<file path="config.mk">
export PLATFORM = sky130hd
export DESIGN_NAME = pdm_port_mux
export DESIGN_NICKNAME = d
export VERILOG_FILES = /design/src/rtl/pdm_port_mux.v /design/src/rtl/pdm_pin_sync.v
export VERILOG_INCLUDE_DIRS = /design/src /design/src/rtl
export SDC_FILE = /design/constraint.sdc
export NUM_CORES = 1
export LEC_CHECK = 0
export ABC_AREA = 1
export BUFFER_PORTS_ARGS = -buffer_cell sky130_fd_sc_hd__buf_2
export CORE_MARGIN = 5
export CORE_UTILIZATION = 35
export DETAILED_ROUTE_END_ITERATION = 8
export PLACE_DENSITY = 0.52
export RECOVER_POWER = 50
export SLEW_MARGIN = 5
export SYNTH_ARGS = -nofsm -noshare
export SYNTH_HDL_FRONTEND = slang
export SYNTH_SLANG_ARGS = --single-unit
</file>
<file path="constraint.sdc">
create_clock -name core_clk -period 14.9 [get_ports core_clk]
set_clock_uncertainty 0.15 [all_clocks]
set_input_delay 0.745 -clock core_clk [delete_from_list [all_inputs] [get_ports core_clk]]
set_output_delay 0.745 -clock core_clk [all_outputs]
set_load 0.1 [all_outputs]
</file>
<file path="src/rtl/pdm_consts.vh">
// Constants for the port D override block and its port B/C/D register file.
// Assumes an APB master with 32-bit data; included by bare name.
//
// What this block does
// [RL1] Transmitter enable forces port D bit 1 to output whatever its direction bit says.
// [RL2] Receiver enable forces port D bit 0 to input whatever its direction bit says.
// [RL3] With the receiver forcing bit 0 to input, its pull-up follows data bit 0 and pull-up disable.
// [RL4] Transmitter enable turns bit 1 pull-up off, drives it out and sends transmit data.
// [RL5] Synchronous mode puts the serial clock on bit 4, whose input feeds serial clock and timer 0.
// [RL6] An enabled external interrupt 1 or 0 forces the input path of bit 3 or 2 on.
// [RL7] Bit 5 input feeds the timer 1 count source with no override on that pin.
// [RL8] Software should make bits 7 and 6 inputs without pull-ups when the comparator uses them.
// [RL9] Port B has cleared read-write data and direction registers and a read-only pin level.
// [RL10] Port C data and direction keep bits 6 to 0 only; bit 7 reads 0 and ignores writes.
// [RL11] A pin-level read gives the synchronised level of each bit with its input enabled.
`ifndef PDM_CONSTS_VH
`define PDM_CONSTS_VH

// ----------------------------------------------------------------------------
// Register byte offsets
// ----------------------------------------------------------------------------
`define PDM_OFF_PB_DATA 12'h000
`define PDM_OFF_PB_DIR 12'h004
`define PDM_OFF_PB_PIN 12'h008
`define PDM_OFF_PC_DATA 12'h00C
`define PDM_OFF_PC_DIR 12'h010
`define PDM_OFF_PC_PIN 12'h014
`define PDM_OFF_PD_DATA 12'h018
`define PDM_OFF_PD_DIR 12'h01C
`define PDM_OFF_PD_PIN 12'h020
`define PDM_OFF_CTRL 12'h024

// ----------------------------------------------------------------------------
// Fields and reset values
// ----------------------------------------------------------------------------
`define PDM_PC_MASK 8'h7F
`define PDM_RST_BYTE 8'h00
`define PDM_CTRL_TX_ON 0
`define PDM_CTRL_RX_ON 1
`define PDM_CTRL_SYNC 2
`define PDM_CTRL_IRQ0 3
`define PDM_CTRL_IRQ1 4
`define PDM_CTRL_PUD 5
`define PDM_CTRL_W 6
`define PDM_BIT_RX 0
`define PDM_BIT_TX 1
`define PDM_BIT_IRQ0 2
`define PDM_BIT_IRQ1 3
`define PDM_BIT_SCLK 4
`define PDM_BIT_TMR1 5

`endif

</file>
<file path="src/rtl/pdm_port_mux.v">
// Port B/C/D register file with port D alternate-function overrides.
// Assumes an APB master on core_clk and pad cells that resolve the
// output enable, output value and pull-up enable per pin.
`timescale 1ns/1ps
`include "pdm_consts.vh"
module pdm_port_mux (
    input wire core_clk,
    input wire sys_rst,
    input wire psel,
    input wire penable,
    input wire pwrite,
    input wire [11:0] paddr,
    input wire [31:0] pwdata,
    input wire [3:0] pstrb,
    output wire pready,
    output reg [31:0] prdata,
    output wire pslverr,
    input wire [7:0] pb_pin_in,
    output reg [7:0] pb_pin_out,
    output reg [7:0] pb_pin_oe,
    output reg [7:0] pb_pin_pullup,
    input wire [7:0] pc_pin_in,
    output reg [7:0] pc_pin_out,
    output reg [7:0] pc_pin_oe,
    output reg [7:0] pc_pin_pullup,
    input wire [7:0] pd_pin_in,
    output reg [7:0] pd_pin_out,
    output reg [7:0] pd_pin_oe,
    output reg [7:0] pd_pin_pullup,
    input wire serial_tx_data,
    input wire serial_clock_out,
    output wire serial_rx_data,
    output wire serial_clock_pin,
    output wire timer_zero_count_input,
    output wire timer_one_count_input,
    output wire ext_irq_zero_input,
    output wire ext_irq_one_input
);

// ----------------------------------------------------------------------------
// Declarations
// ----------------------------------------------------------------------------
reg [7:0] port_b_output_data;
reg [7:0] port_b_direction;
reg [7:0] port_c_output_data;
reg [7:0] port_c_direction;
reg [7:0] port_d_output_data;
reg [7:0] port_d_direction;
reg [`PDM_CTRL_W-1:0] ctrl;
wire [7:0] pb_level;
wire [7:0] pc_level;
wire [7:0] pd_level;
wire [7:0] pd_input_en;
wire serial_transmitter_enable;
wire serial_receiver_enable;
wire synchronous_mode_select;
wire global_pullup_disable;
wire irq0_enable;
wire irq1_enable;
wire wr_en;
wire rd_en;
wire [7:0] next_pd_out;
wire [7:0] next_pd_oe;
wire [7:0] next_pd_pullup;
wire [7:0] pd_plain_pullup;
reg [7:0] pullup_override_enable;
reg [7:0] pullup_override_value;
reg [7:0] direction_override_enable;
reg [7:0] direction_override_value;
reg [7:0] port_value_override_enable;
reg [7:0] port_value_override_value;
reg [7:0] input_enable_override_enable;
reg [7:0] input_enable_override_value;
genvar gp;

// Byte-lane merge used by every port register write; the control write checks pstrb[0] itself
function [7:0] lane0;
    input [7:0] old_val;
    input [31:0] wdata;
    input [3:0] strb;
    begin
        lane0 = strb[0] ? wdata[7:0] : old_val;
    end
endfunction

// Address hit test used by the write decode; the read decode uses a case on paddr
function hit;
    input [11:0] addr;
    input [11:0] off;
    begin
        hit = (addr == off);
    end
endfunction

// Plain-port pull-up: an input with its data bit set, unless disabled
function [7:0] plain_pullup;
    input [7:0] dir;
    input [7:0] data;
    input pull_off;
    begin
        plain_pullup = ~dir & data & {8{~pull_off}};
    end
endfunction

assign serial_transmitter_enable = ctrl[`PDM_CTRL_TX_ON];
assign serial_receiver_enable = ctrl[`PDM_CTRL_RX_ON];
assign synchronous_mode_select = ctrl[`PDM_CTRL_SYNC];
assign irq0_enable = ctrl[`PDM_CTRL_IRQ0];
assign irq1_enable = ctrl[`PDM_CTRL_IRQ1];
assign global_pullup_disable = ctrl[`PDM_CTRL_PUD];

// ----------------------------------------------------------------------------
// APB handshake: zero wait states, never an error
// ----------------------------------------------------------------------------
assign pready = 1'b1;
assign pslverr = 1'b0;
assign wr_en = psel & penable & pwrite;
assign rd_en = psel & ~pwrite;

// ----------------------------------------------------------------------------
// Pad input synchronisers
// ----------------------------------------------------------------------------
pdm_pin_sync #(.WIDTH(8)) u_sync_b (
    .core_clk(core_clk),
    .sys_rst(sys_rst),
    .pin_async(pb_pin_in),
    .pin_level(pb_level)
);

pdm_pin_sync #(.WIDTH(8)) u_sync_c (
    .core_clk(core_clk),
    .sys_rst(sys_rst),
    .pin_async(pc_pin_in),
    .pin_level(pc_level)
);

pdm_pin_sync #(.WIDTH(8)) u_sync_d (
    .core_clk(core_clk),
    .sys_rst(sys_rst),
    .pin_async(pd_pin_in),
    .pin_level(pd_level)
);

// ----------------------------------------------------------------------------
// Register writes
// ----------------------------------------------------------------------------
always @(posedge core_clk or posedge sys_rst) begin
    if (sys_rst) begin
        port_b_output_data <= `PDM_RST_BYTE; // [RL9]
        port_b_direction <= `PDM_RST_BYTE; // [RL9]
        port_c_output_data <= `PDM_RST_BYTE;
        port_c_direction <= `PDM_RST_BYTE;
        port_d_output_data <= `PDM_RST_BYTE;
        port_d_direction <= `PDM_RST_BYTE;
        ctrl <= {`PDM_CTRL_W{1'b0}};
    end else if (wr_en) begin
        if (hit(paddr, `PDM_OFF_PB_DATA)) begin
            port_b_output_data <= lane0(port_b_output_data, pwdata, pstrb); // [RL9]
        end
        if (hit(paddr, `PDM_OFF_PB_DIR)) begin
            port_b_direction <= lane0(port_b_direction, pwdata, pstrb); // [RL9]
        end
        // Bit 7 is masked to zero on every write, so writes to it vanish
        if (hit(paddr, `PDM_OFF_PC_DATA)) begin
            port_c_output_data <= lane0(port_c_output_data, pwdata, pstrb)
                & `PDM_PC_MASK; // [RL10]
        end
        if (hit(paddr, `PDM_OFF_PC_DIR)) begin
            port_c_direction <= lane0(port_c_direction, pwdata, pstrb)
                & `PDM_PC_MASK; // [RL10]
        end
        if (hit(paddr, `PDM_OFF_PD_DATA)) begin
            port_d_output_data <= lane0(port_d_output_data, pwdata, pstrb);
        end
        if (hit(paddr, `PDM_OFF_PD_DIR)) begin
            port_d_direction <= lane0(port_d_direction, pwdata, pstrb);
        end
        if (hit(paddr, `PDM_OFF_CTRL) && pstrb[0]) begin
            ctrl <= pwdata[`PDM_CTRL_W-1:0];
        end
    end
end

// ----------------------------------------------------------------------------
// Register reads, registered data
// ----------------------------------------------------------------------------
always @(posedge core_clk or posedge sys_rst) begin
    if (sys_rst) begin
        prdata <= 32'h00000000;
    end else if (rd_en & ~penable) begin
        prdata <= 32'h00000000;
        case (paddr)
            `PDM_OFF_PB_DATA: prdata[7:0] <= port_b_output_data;
            `PDM_OFF_PB_DIR: prdata[7:0] <= port_b_direction;
            `PDM_OFF_PB_PIN: prdata[7:0] <= pb_level; // [RL9] [RL11]
            `PDM_OFF_PC_DATA: prdata[7:0] <= port_c_output_data & `PDM_PC_MASK; // [RL10]
            `PDM_OFF_PC_DIR: prdata[7:0] <= port_c_direction & `PDM_PC_MASK; // [RL10]
            `PDM_OFF_PC_PIN: prdata[7:0] <= pc_level & `PDM_PC_MASK; // [RL11]
            `PDM_OFF_PD_DATA: prdata[7:0] <= port_d_output_data;
            `PDM_OFF_PD_DIR: prdata[7:0] <= port_d_direction;
            `PDM_OFF_PD_PIN: prdata[7:0] <= pd_level & pd_input_en; // [RL11]
            `PDM_OFF_CTRL: prdata[`PDM_CTRL_W-1:0] <= ctrl;
            default: prdata <= 32'h00000000;
        endcase
    end
end

// ----------------------------------------------------------------------------
// Port D override controls, one enable and one value per pin
// ----------------------------------------------------------------------------
// Everything off first, so unlisted pins keep the plain port behaviour
always @* begin
    pullup_override_enable = 8'h00;
    pullup_override_value = 8'h00;
    direction_override_enable = 8'h00;
    direction_override_value = 8'h00;
    port_value_override_enable = 8'h00;
    port_value_override_value = 8'h00;
    input_enable_override_enable = 8'h00;
    input_enable_override_value = 8'h00;
    // Receiver: input, pull-up still follows the data bit and the disable
    pullup_override_enable[`PDM_BIT_RX] = serial_receiver_enable; // [RL3]
    pullup_override_value[`PDM_BIT_RX] = port_d_output_data[`PDM_BIT_RX]
        & ~global_pullup_disable; // [RL3]
    direction_override_enable[`PDM_BIT_RX] = serial_receiver_enable; // [RL2] [RL4]
    // Transmitter: output, no pull-up, transmit data on the pad
    pullup_override_enable[`PDM_BIT_TX] = serial_transmitter_enable; // [RL4]
    direction_override_enable[`PDM_BIT_TX] = serial_transmitter_enable; // [RL1] [RL4]
    direction_override_value[`PDM_BIT_TX] = 1'b1; // [RL1] [RL4]
    port_value_override_enable[`PDM_BIT_TX] = serial_transmitter_enable; // [RL4]
    port_value_override_value[`PDM_BIT_TX] = serial_tx_data; // [RL4]
    // Synchronous mode: clock replaces the data bit, direction left to software
    port_value_override_enable[`PDM_BIT_SCLK] = synchronous_mode_select; // [RL5]
    port_value_override_value[`PDM_BIT_SCLK] = serial_clock_out; // [RL5]
    // Interrupt pins: input path forced on while the interrupt is enabled
    input_enable_override_enable[`PDM_BIT_IRQ0] = irq0_enable; // [RL6]
    input_enable_override_value[`PDM_BIT_IRQ0] = 1'b1; // [RL6]
    input_enable_override_enable[`PDM_BIT_IRQ1] = irq1_enable; // [RL6]
    input_enable_override_value[`PDM_BIT_IRQ1] = 1'b1; // [RL6]
    // Bit 5 and comparator bits 7..6 stay plain; software keeps 7..6 quiet
end

// ----------------------------------------------------------------------------
// Override mux per pin: an enabled override wins over the plain port
// ----------------------------------------------------------------------------
// Base input enable is high: no sleep logic here ever gates an input path
assign pd_plain_pullup = plain_pullup(port_d_direction, port_d_output_data,
    global_pullup_disable);
generate
    for (gp = 0; gp < 8; gp = gp + 1) begin : g_pd_pin
        assign next_pd_oe[gp] = direction_override_enable[gp]
            ? direction_override_value[gp] : port_d_direction[gp];
        assign next_pd_out[gp] = port_value_override_enable[gp]
            ? port_value_override_value[gp] : port_d_output_data[gp];
        assign next_pd_pullup[gp] = pullup_override_enable[gp]
            ? pullup_override_value[gp] : pd_plain_pullup[gp];
        assign pd_input_en[gp] = input_enable_override_enable[gp]
            ? input_enable_override_value[gp] : 1'b1; // [RL6]
    end
endgenerate

// ----------------------------------------------------------------------------
// Pad drive for all ports, registered to keep pad timing clean
// ----------------------------------------------------------------------------
// One cycle of latency traded for glitch-free pad controls
always @(posedge core_clk or posedge sys_rst) begin
    if (sys_rst) begin
        pb_pin_out <= 8'h00;
        pb_pin_oe <= 8'h00;
        pb_pin_pullup <= 8'h00;
        pc_pin_out <= 8'h00;
        pc_pin_oe <= 8'h00;
        pc_pin_pullup <= 8'h00;
        pd_pin_out <= 8'h00;
        pd_pin_oe <= 8'h00;
        pd_pin_pullup <= 8'h00;
    end else begin
        pb_pin_out <= port_b_output_data;
        pb_pin_oe <= port_b_direction;
        pb_pin_pullup <= plain_pullup(port_b_direction, port_b_output_data,
            global_pullup_disable);
        pc_pin_out <= port_c_output_data;
        pc_pin_oe <= port_c_direction;
        pc_pin_pullup <= plain_pullup(port_c_direction, port_c_output_data,
            global_pullup_disable);
        pd_pin_out <= next_pd_out;
        pd_pin_oe <= next_pd_oe;
        pd_pin_pullup <= next_pd_pullup;
    end
end

// ----------------------------------------------------------------------------
// Peripheral input routing from synchronised levels
// ----------------------------------------------------------------------------
assign serial_rx_data = pd_level[`PDM_BIT_RX];
assign ext_irq_zero_input = pd_level[`PDM_BIT_IRQ0]; // [RL6]
assign ext_irq_one_input = pd_level[`PDM_BIT_IRQ1]; // [RL6]
assign serial_clock_pin = pd_level[`PDM_BIT_SCLK]; // [RL5]
assign timer_zero_count_input = pd_level[`PDM_BIT_SCLK]; // [RL5]
assign timer_one_count_input = pd_level[`PDM_BIT_TMR1]; // [RL7]

endmodule // pdm_port_mux

</file>
<file path="src/rtl/pdm_pin_sync.v">
// Three-stage synchroniser bank for pad input levels.
// Assumes pads are asynchronous to core_clk.
`timescale 1ns/1ps
module pdm_pin_sync #(
    parameter WIDTH = 8
) (
    input wire core_clk,
    input wire sys_rst,
    input wire [WIDTH-1:0] pin_async,
    output reg [WIDTH-1:0] pin_level
);

reg [WIDTH-1:0] stage_a;
reg [WIDTH-1:0] stage_b;
reg [WIDTH-1:0] stage_c;
genvar gi;

// ----------------------------------------------------------------------------
// Per-bit chain; level moves only when stages two and three agree
// ----------------------------------------------------------------------------
generate
    for (gi = 0; gi < WIDTH; gi = gi + 1) begin : g_bit
        always @(posedge core_clk or posedge sys_rst) begin
            if (sys_rst) begin
                stage_a[gi] <= 1'b0;
                stage_b[gi] <= 1'b0;
                stage_c[gi] <= 1'b0;
                pin_level[gi] <= 1'b0;
            end else begin
                stage_a[gi] <= pin_async[gi];
                stage_b[gi] <= stage_a[gi];
                stage_c[gi] <= stage_b[gi];
                // Agreement filters a one-cycle disagreement
                if (stage_b[gi] == stage_c[gi]) begin
                    pin_level[gi] <= stage_c[gi];
                end
            end
        end
    end
endgenerate

endmodule // pdm_pin_sync

</file>
==> impl_summary.log <==
[metrics] Required @ worst endpoint: 15.22 ns
[metrics] total power consumption of the routed design: 1.292 mW
[metrics] Root Buffer Master: sky130_fd_sc_hd__clkbuf_16
[metrics] number of buffers added for setup after CTS: 0
[metrics] Rel. slew slack: -293.1%
[metrics] Max Cap Violations: 1
[metrics] filler cell count: 2168
[metrics] Inserted Clock Buffers: 24
[metrics] Core Area: 0.02250 mm^2
[metrics] Synth cell types: 29
[metrics] number of instances on the worst hold path: 1
[metrics] peak fanout along the critical path: around 140
[metrics] cell area after synthesis: 0.007930 mm^2
[metrics] total negative slack: 0 ns
[metrics] top area cells in the synthesized netlist: sky130_fd_sc_hd__dfrtp_1 70%, sky130_fd_sc_hd__nand2_1 5.7%, sky130_fd_sc_hd__nand3_1 4.9%
[metrics] clock-pin slew reported for the worst setup and hold paths after clock tree synthesis: about 0.060 ns
[metrics] worst slew pin tran: 5.864 ns
[metrics] # DRC: 0
[metrics] most area-hungry cell type in the Yosys netlist: sky130_fd_sc_hd__dfrtp_1
[metrics] Synth-to-Final Area Change: 20.02%
[metrics] GP Congestion: slightly above 0.8
[metrics] die height: 160.5 um
[metrics] compound-cell area share of the yosys netlist: 3.802%
[metrics] worst min path class: in -> reg
[metrics] class of the most critical setup path: in -> async
[metrics] ratio of cells with drive above 1 in the final layout: approximately 25%
[metrics] source of the worst hold timing path: pc_pin_in[3]
[metrics] unrepaired setup endpoints after global routing: no
[metrics] Final Hold Viols: 0
[metrics] sequential cell area fraction in the yosys report: between 60% and 70%
[metrics] worst path arrival time: 5.45 ns
[metrics] capturing point of the worst reg2reg path: prdata[5]
[metrics] Die Footprint: approximately 0.026 mm^2
[metrics] Resized cells post-CTS: 0
[metrics] violation count after the first detailed-route iteration: 311
[metrics] mean instance size in the synthesized netlist: around 12 um^2
[metrics] max-slew violation count: between 100 and 150
[metrics] startpoint class of the critical path: input pin
[metrics] antenna violations before repair: 1
[metrics] number of levels in the clock H-tree: 1
[metrics] I/O pin total: 191
[metrics] Num Clock Sinks: ~220
[metrics] hold-fix buffer count after cts: 0
[metrics] source-to-sink clock delay at the later pin of the worst-skew pair: approximately 0.50 ns
[metrics] via count: 4925
[metrics] placement row count: between 50 and 60
[metrics] pin count of the biggest net entering global routing: 137
[metrics] Cells after Synth: 670
[metrics] status: complete, but fails checks
[metrics] first-pass GRT wire length: around 29000 um
[metrics] number of vias per cell after detailed routing: 4.429
[metrics] #FFs+latches synth: 221
[metrics] worst slack on hold paths: 0.1933 ns
[metrics] largest family of logic cells by synthesized area: simple AND/OR/NAND/NOR gates
[metrics] simple-gate area share of the yosys netlist: roughly 17%
[metrics] Antenna Diode Count: 0
[metrics] final net count: 889
[metrics] Worst Setup End Kind: async pin
[metrics] number of endpoints failing setup at the final stage: 0
[metrics] cell count of the worst reg-to-reg path: 6
[metrics] global-route total usage across every layer: 14.06%
[metrics] Overflow after GRT: 0
[metrics] violations in the final reports: capacitance limit, slew limit
[metrics] reg-to-reg startpoint: ctrl[5]
[metrics] WHS Endpoint: u_sync_c.stage_a[3]
[metrics] multiplexer area fraction after synthesis: 0%
[metrics] power per unit of standard cell area: 135.7 mW/mm^2
[metrics] post-synthesis share of cell area spent on xor and xnor gates: 0%
[metrics] setup slack of the worst register-to-register path: around 13 ns
[metrics] post-DR wirelength/cell: about 16 um
[metrics] initial core utilization: 35.24%
[metrics] Die Wd: 160.5 um
[metrics] Min Clock Period, post-route: 5.130 ns
[metrics] placed instance area: just under 0.009 mm^2
[metrics] worst IR drop on VDD: 0.08143 mV
[metrics] share of the cycle needed by the critical path after routing: ~34%
[metrics] Yosys warning count: 0
[metrics] clock tree from TritonCTS: done
[metrics] area share of fa/ha/maj cells after synthesis: under 10%
[metrics] total of buffers placed on input and output ports: 133
[metrics] Design Area, Final: 0.009518 mm^2
[metrics] ANT nets after route: 0
[metrics] leakage power total: 4.891 nW
[metrics] via count of the first global-routing pass: ~5100
[metrics] highest clock frequency the design can meet: 194.9 MHz
[metrics] DP Worst Slack: 12.01 ns
[metrics] top-area cell type share of the netlist area: a little over two thirds
[metrics] Routed Wire Length: 18200 um
[metrics] number of optimization iterations in the first detailed-route pass: 5
[metrics] HPWL after detailed placement: 12870 um
[metrics] deepest clock path buffer count: 3
[metrics] setup ws final: approximately 9.8 ns
[metal layers]
metal	vias up	GRT usage, %	routed length (um)
li1	2417	-	-
met1	2312	19.07	8076
met2	158	22.72	8435
met3	36	3.387	1179
met4	2	3.911	496
met5	-	0	13
[area by class of cell]
class                   count  area [um^2]  share of cell area [%]
flip-flops and latches    221         5530                   58.10
multi-input cells         389         2007                   21.09
clock buffers              34        719.4                   7.559
well taps                 285        356.6                   3.747
inverters                  40        151.4                   1.591
repair buffers            134        673.1                   7.072
clock inverters             9        80.08                  0.8413
[sequential cells by signal (all words and copies together), names as in the netlist, 8 cells and up]
signal,flops
u_sync_b.stage_a,8
pb_pin_pullup,8
pb_pin_oe,8
u_sync_d.stage_a,8
pb_pin_out,8
pd_pin_pullup,8
u_sync_b.stage_b,8
pd_pin_oe,8
prdata,8
port_d_output_data,8
u_sync_b.pin_level,8
u_sync_d.stage_b,8
pd_pin_out,8
u_sync_d.pin_level,8
port_b_direction,8
u_sync_d.stage_c,8
port_d_direction,8
u_sync_b.stage_c,8
port_b_output_data,8
[per-stage QoR]
stage	instances	util [%]
6_report	1112	42.30
5_1_grt	1112	42.30
4_1_cts	1112	42.32
3_5_place_dp	1069	38.77
3_3_place_gp	1069	38.77
2_1_floorplan	697	-
[Yosys cell counts (all sizes together)]
library cell / n
clkinv: 1
nand4: 4
o21ai: 58
clkbuf: 3
nor2: 49
nor3b: 14
maj3: 23
nand3: 84
inv: 39
o21bai: 1
nor3: 3
or2: 1
conb: 2
dfrtp: 221
nand2: 123
buf: 44
[worst max path at each step]
stage | from | to | slack, ns | depth (start not counted)
5_1_grt | sys_rst | u_sync_d.stage_b[5] | 8.66 | 3
6_report | sys_rst | u_sync_d.stage_c[0] | 9.77 | 3
3_5_place_dp | sys_rst | u_sync_d.stage_a[1] | 12.01 | 3
3_3_place_gp | sys_rst | u_sync_d.stage_b[0] | 12.03 | 3
4_1_cts | sys_rst | u_sync_d.stage_c[0] | 12.58 | 3
2_1_floorplan | sys_rst | ctrl[0] | 7.96 | 1
[kinds of logic after synthesis]
group           Yosys count
fa+ha+maj                23
other cells               2
compound gates           59
flops                   221
buf+inv                  87
simple gates            278
[critical path, cell delays in order]
cell	delay, ns
sky130_fd_sc_hd__buf_2	0.10
sky130_fd_sc_hd__clkinvlp_2	3.24
sky130_fd_sc_hd__buf_4	1.20
[cell usage in the layout, fill, tap and decap left out, types with 23 or more instances in the layout]
master and count:
sky130_fd_sc_hd__dfrtp_1 221, sky130_fd_sc_hd__o21ai_1 33, sky130_fd_sc_hd__conb_1 29, sky130_fd_sc_hd__nand3_1 77, sky130_fd_sc_hd__o21ai_0 24, sky130_fd_sc_hd__inv_1 31, sky130_fd_sc_hd__buf_2 133, sky130_fd_sc_hd__clkbuf_16 25
sky130_fd_sc_hd__nand2_1 120, sky130_fd_sc_hd__maj3_1 23, sky130_fd_sc_hd__nor2_1 38
[power breakdown]
part | internal [mW] | switching [mW] | total, mW
clock | 0.354 | 0.230 | 0.583
sequential | 0.617 | 0.00926 | 0.626
combinational | 0.0120 | 0.0704 | 0.0823
Note: power is estimated with default switching activity, not from simulation.
